`config.mk`:
```
export PLATFORM = sky130hd
export DESIGN_NAME = mcu_instruction_decode
export DESIGN_NICKNAME = d
export VERILOG_FILES = /design/src/design/mcu_decode_pkg.sv /design/src/design/mcu_instruction_decode.sv
export SDC_FILE = /design/constraint.sdc
export NUM_CORES = 1
export LEC_CHECK = 0
export ABC_AREA = 1
export BUFFER_PORTS_ARGS = -buffer_cell sky130_fd_sc_hd__buf_2
export CAP_MARGIN = 20
export CELL_PAD_IN_SITES_DETAIL_PLACEMENT = 1
export CELL_PAD_IN_SITES_GLOBAL_PLACEMENT = 1
export CORE_ASPECT_RATIO = 0.5
export CORE_MARGIN = 8
export CORE_UTILIZATION = 33
export CTS_BUF_LIST = sky130_fd_sc_hd__clkbuf_8
export DETAILED_ROUTE_END_ITERATION = 8
export GPL_TIMING_DRIVEN = 0
export PLACE_DENSITY_LB_ADDON = 0.1
export SYNTH_ARGS = -nofsm -noshare
export SYNTH_HDL_FRONTEND = slang
export SYNTH_SLANG_ARGS = --single-unit
export TNS_END_PERCENT = 100
```
`constraint.sdc`:
```
create_clock -name I_CLK -period 1.5 [get_ports I_CLK]
set_input_delay 0.225 -clock I_CLK [delete_from_list [all_inputs] [get_ports I_CLK]]
set_output_delay 0.225 -clock I_CLK [all_outputs]
set_load 0.02 [all_outputs]
```
`src/design/mcu_decode_pkg.sv`:
```
// constants, types and helpers shared by the instruction decoder
package mcu_decode_pkg;
    // widths of the instruction word and its operand fields
    localparam int WORD_W = 14;
    localparam int FADDR_W = 7;
    localparam int DATA_W = 8;
    localparam int LIT_W = 11;
    localparam int BSEL_W = 3;
    // field positions within the instruction word
    localparam int CLS_MSB = 13;
    localparam int CLS_LSB = 12;
    localparam int OP_MSB = 11;
    localparam int OP_LSB = 8;
    localparam int DEST_POS = 7;
    localparam int BSEL_MSB = 9;
    localparam int BSEL_LSB = 7;
    localparam int OPSEL_POS = 11;
    localparam int TEST_POS = 10;
    // class codes in the two top bits
    localparam logic [1:0] CLS_BYTE = 2'h0;
    localparam logic [1:0] CLS_BIT = 2'h1;
    localparam logic [1:0] CLS_JUMP = 2'h2;
    localparam logic [1:0] CLS_LIT = 2'h3;
    // byte operation codes that need special handling
    localparam logic [3:0] OP_CTRL = 4'h0;
    localparam logic [3:0] OP_DECSKIP = 4'hB;
    localparam logic [3:0] OP_INCSKIP = 4'hF;
    // top two op bits of the literal-return operation
    localparam logic [1:0] LOP_RETLIT = 2'h1;
    // whole control words
    localparam logic [13:0] W_NOP = 14'h0000;
    localparam logic [13:0] W_RETURN = 14'h0008;
    localparam logic [13:0] W_RETINT = 14'h0009;
    // file address of the program counter low byte
    localparam logic [6:0] FADDR_PCL = 7'h02;
    // oscillator periods per instruction cycle
    localparam int PHASES = 4;
    localparam logic [7:0] DATA_RST = 8'h00;

    typedef enum logic [1:0] {GRP_BYTE, GRP_BIT, GRP_LIT} grp_e;
    typedef enum logic [1:0] {PH_Q1, PH_Q2, PH_Q3, PH_Q4} phase_e;

    // operand fields presented to the datapath
    typedef struct packed {
        grp_e grp;
        logic [3:0] op;
        logic [FADDR_W-1:0] faddr;
        logic dest;
        logic [BSEL_W-1:0] bsel;
        logic [DATA_W-1:0] lit8;
        logic [LIT_W-1:0] lit11;
    } fields_s;

    // split a word into fields; only class bits choose the group
    function automatic fields_s decode(input logic [WORD_W-1:0] w);
        fields_s f;
        f.grp = (w[CLS_MSB:CLS_LSB] == CLS_BYTE) ? GRP_BYTE :
                (w[CLS_MSB:CLS_LSB] == CLS_BIT) ? GRP_BIT : GRP_LIT;
        f.op = w[OP_MSB:OP_LSB];
        f.faddr = w[FADDR_W-1:0];
        f.dest = w[DEST_POS];
        f.bsel = w[BSEL_MSB:BSEL_LSB];
        f.lit8 = w[DATA_W-1:0];
        f.lit11 = w[LIT_W-1:0];
        return f;
    endfunction : decode

    // one-hot mask for a bit position
    function automatic logic [DATA_W-1:0] bit_mask(input logic [2:0] b);
        return 8'h01 << b;
    endfunction : bit_mask
endpackage : mcu_decode_pkg

```
`src/design/mcu_instruction_decode.sv`:
```
// instruction decoder with four-phase cycle and read-modify-write control
`timescale 1ns/1ps
`default_nettype none
module mcu_instruction_decode (
    // clock and reset
    input wire logic I_CLK,
    input wire logic I_RST_N,
    // program memory side
    input wire logic [13:0] I_PROG_WORD,
    output var logic O_FETCH,
    // register file and datapath side
    input wire logic [7:0] I_FILE_RDATA,
    input wire logic I_IO_SEL,
    input wire logic [7:0] I_PIN_DATA,
    input wire logic [7:0] I_ALU_RESULT,
    input wire logic I_ALU_ZERO,
    // decoded fields and timing
    output var logic [1:0] O_PHASE,
    output var mcu_decode_pkg::fields_s O_FIELDS,
    output var logic O_FILE_RD,
    output var logic [7:0] O_MOD_DATA,
    output var logic O_FILE_WR,
    output var logic O_WREG_WR,
    output var logic [7:0] O_WDATA,
    output var logic O_BRANCH,
    output var logic O_FLUSH
);
    mcu_decode_pkg::phase_e phase_q, phase_d;
    logic [13:0] ir_q, ir_d;
    mcu_decode_pkg::fields_s fields_q, fields_d;
    logic fetch_q, fetch_d;
    logic flush_q, flush_d;
    logic branch_q, branch_d;
    logic [7:0] pin_s1_q, pin_s2_q, pin_s3_q, pin_q, pin_d;
    logic rd_q, rd_d;
    logic [7:0] mod_q, mod_d;
    logic wr_q, wr_d;
    logic wreg_q, wreg_d;
    logic [7:0] wdata_q, wdata_d;
    logic named, pc_write, jump, skip, is_byte, is_bit;

    // classify the executing word; only class bits and fixed bits matter
    // don't-care tolerant
    always_comb begin
        is_byte = fields_q.grp == mcu_decode_pkg::GRP_BYTE;
        is_bit = fields_q.grp == mcu_decode_pkg::GRP_BIT;
        named = is_bit || (is_byte &&
            (fields_q.dest || fields_q.op[3:1] != 3'h0));
        // any file store to the low program counter byte
        pc_write = ((is_byte && fields_q.dest) ||
                    (is_bit && !fields_q.op[3])) &&
            fields_q.faddr == mcu_decode_pkg::FADDR_PCL;
        jump = ir_q[13:12] == mcu_decode_pkg::CLS_JUMP ||
            ir_q == mcu_decode_pkg::W_RETURN ||
            ir_q == mcu_decode_pkg::W_RETINT ||
            (ir_q[13:12] == mcu_decode_pkg::CLS_LIT &&
             fields_q.op[3:2] == mcu_decode_pkg::LOP_RETLIT);
        // bit test skips when the tested bit equals the sense bit
        skip = (is_bit && fields_q.op[3] &&
                mod_q[fields_q.bsel] == fields_q.op[2]) ||
            (is_byte && I_ALU_ZERO &&
             (fields_q.op == mcu_decode_pkg::OP_DECSKIP ||
              fields_q.op == mcu_decode_pkg::OP_INCSKIP));
    end

    // phase sequencer, fetch and flush control
    always_comb begin
        phase_d = phase_q;
        ir_d = ir_q;
        fields_d = fields_q;
        fetch_d = 1'b0;
        flush_d = flush_q;
        branch_d = 1'b0;
        unique case (phase_q)
            mcu_decode_pkg::PH_Q1: phase_d = mcu_decode_pkg::PH_Q2;
            mcu_decode_pkg::PH_Q2: phase_d = mcu_decode_pkg::PH_Q3;
            mcu_decode_pkg::PH_Q3: phase_d = mcu_decode_pkg::PH_Q4;
            mcu_decode_pkg::PH_Q4: begin
                phase_d = mcu_decode_pkg::PH_Q1;
                fetch_d = 1'b1;
                branch_d = skip || jump || pc_write;
                flush_d = branch_d;
                // on a branch the prefetched word is dropped; a NOP runs instead
                // whole word held
                ir_d = branch_d ? mcu_decode_pkg::W_NOP : I_PROG_WORD;
                fields_d = mcu_decode_pkg::decode(ir_d);
            end
        endcase
    end

    always_ff @(posedge I_CLK or negedge I_RST_N) begin
        if (!I_RST_N) begin
            phase_q <= mcu_decode_pkg::PH_Q1;
            ir_q <= mcu_decode_pkg::W_NOP;
            fields_q <= '0;
            fetch_q <= 1'b0;
            flush_q <= 1'b0;
            branch_q <= 1'b0;
        end else begin
            phase_q <= phase_d;
            ir_q <= ir_d;
            fields_q <= fields_d;
            fetch_q <= fetch_d;
            flush_q <= flush_d;
            branch_q <= branch_d;
        end
    end

    // pin levels: three stages, accepted once stages two and three agree
    // a pin caught mid-change never reaches the modify step
    always_comb begin
        pin_d = pin_q;
        if (pin_s2_q == pin_s3_q) begin
            pin_d = pin_s3_q;
        end
    end

    always_ff @(posedge I_CLK or negedge I_RST_N) begin
        if (!I_RST_N) begin
            pin_s1_q <= mcu_decode_pkg::DATA_RST;
            pin_s2_q <= mcu_decode_pkg::DATA_RST;
            pin_s3_q <= mcu_decode_pkg::DATA_RST;
            pin_q <= mcu_decode_pkg::DATA_RST;
        end else begin
            pin_s1_q <= I_PIN_DATA;
            pin_s2_q <= pin_s1_q;
            pin_s3_q <= pin_s2_q;
            pin_q <= pin_d;
        end
    end

    // read in q2, capture in q3, store in q4
    always_comb begin
        rd_d = 1'b0;
        mod_d = mod_q;
        wr_d = 1'b0;
        wreg_d = 1'b0;
        wdata_d = wdata_q;
        // clear of a port still reads it
        if (phase_q == mcu_decode_pkg::PH_Q1) begin
            rd_d = named;
        end
        if (rd_q) begin
            mod_d = I_IO_SEL ? pin_q : I_FILE_RDATA;
        end
        if (phase_q == mcu_decode_pkg::PH_Q3) begin
            wr_d = (is_byte && fields_q.dest) ||
                (is_bit && !fields_q.op[3]);
            wreg_d = (is_byte && !fields_q.dest &&
                      fields_q.op != mcu_decode_pkg::OP_CTRL) ||
                fields_q.grp == mcu_decode_pkg::GRP_LIT &&
                ir_q[13:12] == mcu_decode_pkg::CLS_LIT;
            wdata_d = I_ALU_RESULT;
            if (is_bit) begin
                wdata_d = fields_q.op[2] ?
                    mod_q | mcu_decode_pkg::bit_mask(fields_q.bsel) :
                    mod_q & ~mcu_decode_pkg::bit_mask(fields_q.bsel);
            end
        end
    end

    always_ff @(posedge I_CLK or negedge I_RST_N) begin
        if (!I_RST_N) begin
            rd_q <= 1'b0;
            mod_q <= mcu_decode_pkg::DATA_RST;
            wr_q <= 1'b0;
            wreg_q <= 1'b0;
            wdata_q <= mcu_decode_pkg::DATA_RST;
        end else begin
            rd_q <= rd_d;
            mod_q <= mod_d;
            wr_q <= wr_d;
            wreg_q <= wreg_d;
            wdata_q <= wdata_d;
        end
    end

    // outputs straight from flops
    assign O_PHASE = phase_q;
    assign O_FETCH = fetch_q;
    assign O_FIELDS = fields_q;
    assign O_FILE_RD = rd_q;
    assign O_MOD_DATA = mod_q;
    assign O_FILE_WR = wr_q;
    assign O_WREG_WR = wreg_q;
    assign O_WDATA = wdata_q;
    assign O_BRANCH = branch_q;
    assign O_FLUSH = flush_q;
endmodule : mcu_instruction_decode
`default_nettype wire

```
Word-level counts from Yosys, hierarchy flattened:

Cells that the tools add are included.
W data, S select, Z words.

* magnitude comparators: 1
* eq/ne operators: 16
* shift operators: 1
* mux-type cells: 14
* bitwise logic cells: 3
* reduce and logical (&&, ||, !) cells: 30

Operators by type and width (count)
* $eq A14 B4 Y1 const B: 2
* $mux W8: 3
* $mux W14: 1
* $logic_and A1 B1 Y1: 12
* $logic_or A1 B1 Y1: 11
* $eq A2 B2 Y1 const B: 5
* $and A8 B8 Y8: 1
* $eq A2 B1 Y1 const B: 4
* $eq A4 B4 Y1 const B: 2
* $eq A8 B8 Y1: 1
* $not A8 Y8: 1
* $or A8 B8 Y8: 1
* $pmux W2 S4: 1
* $shl A1 B3 Y8 const A: 1
* $eq A7 B2 Y1 const B: 1
* $logic_not A2 Y1: 3
* $mux W1: 6
* $lt A3 B4 Y1 const B: 1
* $mux W2: 2
* $reduce_bool A4 Y1: 1
* $bmux W1 S3: 1
* $reduce_bool A3 Y1: 1
* $logic_not A1 Y1: 2
* $eq A1 B1 Y1: 1

* register bits: 106
* input bits: 42
* output and inout bits: 60

Logic depth before layout (Yosys ltp):

* depth after elaboration: 11
* gate-level depth with buffers: 12
* gate-level depth less buffers: 11

Worst setup path after synthesis:

OpenSTA, ideal clock, no wires.

* path kind: reg2reg
* from: reg phase_q[0], in the netlist O_PHASE[0]
* to: reg wdata_q[0], in the netlist O_WDATA[0]
* arrival: 1.382 ns
* required time: 1.364 ns
* path slack: -0.018 ns
* stages on the path, launching flop included: 8
* buffers on the path: 2
* cells stage by stage: dfrtp_1 inv_1 ha_1 clkbuf_1 inv_1 clkbuf_1 a21oi_1 a21oi_1

* word-level cells in the longest chain between the ends: 1

RTL lines
* from (decl): line mcu_instruction_decode.sv:28 `mcu_decode_pkg::phase_e phase_q, phase_d;`
* from (signal assigned): line mcu_instruction_decode.sv:93 `phase_q <= mcu_decode_pkg::PH_Q1;`
* from (signal assigned): line mcu_instruction_decode.sv:100 `phase_q <= phase_d;`
* $eq A2 B2 Y1: line mcu_instruction_decode.sv:146 `if (phase_q == mcu_decode_pkg::PH_Q3) begin`
* to (signal assigned): line mcu_instruction_decode.sv:168 `wdata_q <= mcu_decode_pkg::DATA_RST;`
* to (signal assigned): line mcu_instruction_decode.sv:174 `wdata_q <= wdata_d;`
* to (decl): line mcu_instruction_decode.sv:39 `logic [7:0] wdata_q, wdata_d;`

Every way passes these cells.
A chain may end at the register's enable or synchronous reset.

Worst setup path after layout:

* from: reg ir_q[7]
* to: reg flush_q, in the netlist O_FLUSH

* word-level cells in the longest chain between the ends: 6

RTL lines
* from (decl): line mcu_instruction_decode.sv:29 `logic [13:0] ir_q, ir_d;`
* from (signal assigned): line mcu_instruction_decode.sv:94 `ir_q <= mcu_decode_pkg::W_NOP;`
* from (signal assigned): line mcu_instruction_decode.sv:101 `ir_q <= ir_d;`
* $eq A14 B4 Y1: line mcu_instruction_decode.sv:54 `ir_q == mcu_decode_pkg::W_RETURN ||`
* $logic_or A1 B1 Y1: line mcu_instruction_decode.sv:53 `jump = ir_q[13:12] == mcu_decode_pkg::CLS_JUMP ||`
* $logic_or A1 B1 Y1 *: line mcu_instruction_decode.sv:54
* $logic_or A1 B1 Y1 *: line mcu_instruction_decode.sv:55 `ir_q == mcu_decode_pkg::W_RETINT ||`
* $logic_or A1 B1 Y1 * (2 in a row): line mcu_instruction_decode.sv:81 `branch_d = skip || jump || pc_write;`
* to (signal assigned): line mcu_instruction_decode.sv:104 `flush_q <= flush_d;`
* to (decl): line mcu_instruction_decode.sv:32 `logic flush_q, flush_d;`

Mark *: on every way between the ends. The rest lies on a longest branch, timed or not.

==> out/qor.txt <==
Diode count - 0
Yosys warnings - 0
Max VDD drop - 0.553 mV
Clock sinks - 71
Root buffer cell - clkbuf_8
Layout cells sized above 1 - 0.444
Status - finished with violations
Crit path kind - reg2reg
GRT busiest layer - met2
Met2 usage - 0.236
Critical Path RT - 1.75 ns
CP max FO - 10
Reg2Reg Depth - 10
Average via count per standard cell - 4.43
Leakage - 2.39 nW
Syn nets - 404
Tot GR Track Use - 0.137
Hpwl dp - 6.87 mm
Routed WL - 9.12 mm
Vias in the first global route - 3,009
Initial antenna violation count - 0
Fin Clk Skew - 0.00655 ns
Htree depth - 3
Crit path launch - ir_q[7]
CP Launch Type - flop
Area of the mapped netlist - 0.00338 mm2
Die ar. - 0.0139 mm2
M3 GR Usage - 0.0502
Crit path largest cell delay - 0.45 ns
Die Y - 87.6 um
Post-synth top flop - dfrtp_1
Relative slew margins - 0.737
Failing checks - setup timing
Worst path cell trace - buf_8, o21ai_2, nand2_2, nand3_2, nand3_2, nand3_4, nand2_8, clkbuf_16, nand2_4, nand2_2
RSZ-0062 raised after global routing - true
Global-route wire length before repair - 15.2 mm
HP Start - I_PROG_WORD[8]
Hold EP - ir_q[8]
GPL Wtd Cong - 0.741
Synth top area share - 0.525
Final routed DRC violation total - 0
Final-report hold violation count - 0
Max-Cap Viols - 0
Final worst slack - -0.0722 ns
CTS Buf Count - 9
Rows - 26
Remaining Overflow, GRT - 0
IO Port Bufs - 101
Count of final setup violators - 14
Sequential fraction of the synthesis area - 0.525
Initial drt markers - 110
Post-Syn Area per Cell - 9.42 um2
Leading area contributor after synthesis - dfrtp_1
Max-slew violation count - 0
Ys async rst share - 1.00
Unique cell type count in the Yosys netlist - 29
Worst skew pair latency - 0.35 ns
I/O pin count - 102
CTS tree - done
Post-synth EDFFs - 0
Routed len/inst - 14.3 um
Nets - 539
1st-pass router iterations - 4
Hold Path Class - in2reg
Worst Hold Depth - 3
Commonest cells in the netlist - 71 x dfrtp_1, 71 x nand2_1, 36 x buf_4
Worst hold slack - 0.105 ns
Period utilisation layout - 1.05
Area grow syn2layout - 35.8%
Crit Reg-Reg Startpoint - ir_q[7]
FF-to-FF setup slack - -0.07 ns
Slowest cell on the critical path - dfrtp_2
Slew at the pin closest to its max-slew limit - 0.394 ns
CP endpoint kind - flop
Initial Utilization - 0.335
Critical Path AT - 1.82 ns
Maximum clock frequency - 0.636 GHz
Final ANT Viol Nets - 0
R2r endpoint - O_FLUSH
Cells after synthesis - 359
Final Critical Period - 1.57 ns
Total number of vias - 2,824
Pwr per Cell Area - 1240 mW/mm2
Die X - 159 um
Clock tree buffer depth - 2
Number of synthesized register bits - 71
Clock-pin slew on the worst setup and hold paths - 0.08 ns
Met1 Use GR - 0.163
Final core utilization - 0.455
Ranking of synthesized cells by area - dfrtp_1 53%, buf_4 8.0%, nand2_1 7.9%, a21oi_1 3.3%, nor2_1 3.2%
Largest net degree at the start of global routing - 49
Core Area - 0.0101 mm2
==> power breakdown <==
group / total (mW) / leakage (nW) / switching [mW] / internal (mW)
clock network: 1.54 / 0.0879 / 0.774 / 0.766
registers: 2.35 / 0.872 / 0.207 / 2.15
logic: 1.79 / 1.43 / 1.04 / 0.746
total: 5.68 / 2.39 / 2.02 / 3.66
==> cell families (layout without fill, tap and decap cells) <==
group | after synthesis | after routing | share of synthesized area
buf+inv | 76 | 215 | 0.137
fa+ha+maj | 3 | 3 | 0.0111
flops | 71 | 71 | 0.525
compound gates | 67 | 67 | 0.119
simple gates | 134 | 134 | 0.187
xor+xnor | 8 | 8 | 0.0207
==> worst max-delay path by stage <==
stage                      end  slack [ns]  cells past startpoint
floorplan           O_WDATA[0]        0.02                      7
global placement       ir_q[5]       -0.26                      1
CTS                    ir_q[2]       -0.06                     10
global route           O_FLUSH       -0.15                     10
detailed placement     O_FLUSH       -0.14                     11
finish                 O_FLUSH       -0.07                     10
==> what timing repair did <==
action	CTS	global route
endpoints found under the hold margin	31	0
resized for setup	11	21
buffers inserted	9	3
endpoints found under the setup margin	34	27
cloned	0	1
pin swaps	4	8
hold buffers	9	0
==> critical path: cells and delay by family, from the launching register on <==
family                 cells  cell delay [ns]
AOI/OAI and AO/OA          1             0.15
buffers and inverters      2             0.33
DFF                        1             0.45
and+or+nand+nor            7             0.53
==> layout by cell type (no fill, tap or decap), types with 2 or more instances in the layout <==
cell type,instances
buf_2,102
dfrtp_1,70
nand2_1,69
buf_4,48
nor2_1,26
inv_1,25
a21oi_1,21
o21ai_0,19
o21ai_2,11
nand2_2,9
clkbuf_8,9
dlygate4sd3_1,9
nand3_1,8
nand3_2,7
xor2_1,7
o22ai_1,7
buf_6,5
inv_2,3
nor2_2,3
nand2_4,3
o311ai_0,3
ha_1,3
clkinvlp_4,3
a31oi_1,2
nand4_1,2
nor4_4,2
o21ai_1,2
==> sequential cells by signal (all words and copies together), names as in the netlist, 2 cells and up <==
signal and cells:
O_MOD_DATA 8, O_PHASE 2, O_WDATA 8, ir_q 14, pin_q 8, pin_s1_q 8, pin_s2_q 8, pin_s3_q 8
==> cell type report <==
class                      instances  area (um2)
fill                            1218        5490
sequential                        71        1780
multi-input combinational        212        1210
timing repair buffer             124         744
buffer                            47         377
tap                              140         175
clock buffer                       9         124
inverter                          29         111
clock inverter                     6        70.1
==> through the flow <==
stage | instances | area, um2 | setup slack [ns] | setup TNS [ns] | total power [mW]
after floorplan | 359 | 3380 | 0.0180 | 0 | 3.47
after global placement | 600 | 4070 | -0.263 | -20.35 | 4.03
after detailed placement | 601 | 4100 | -0.142 | -2.51 | 4.06
after CTS | 634 | 4480 | -0.0563 | -0.666 | 5.71
after global routing | 638 | 4590 | -0.149 | -1.93 | 6.08
final | 638 | 4590 | -0.0722 | -0.526 | 5.68
==> metal layers <==
metal / vias up / part of all wire
met4: 0 / 0.0070
met1: 1356 / 0.44
met3: 7 / 0.059
li1: 1398 / -
met2: 63 / 0.49
met5: - / 0
Note: power is estimated with default switching activity, not from simulation.
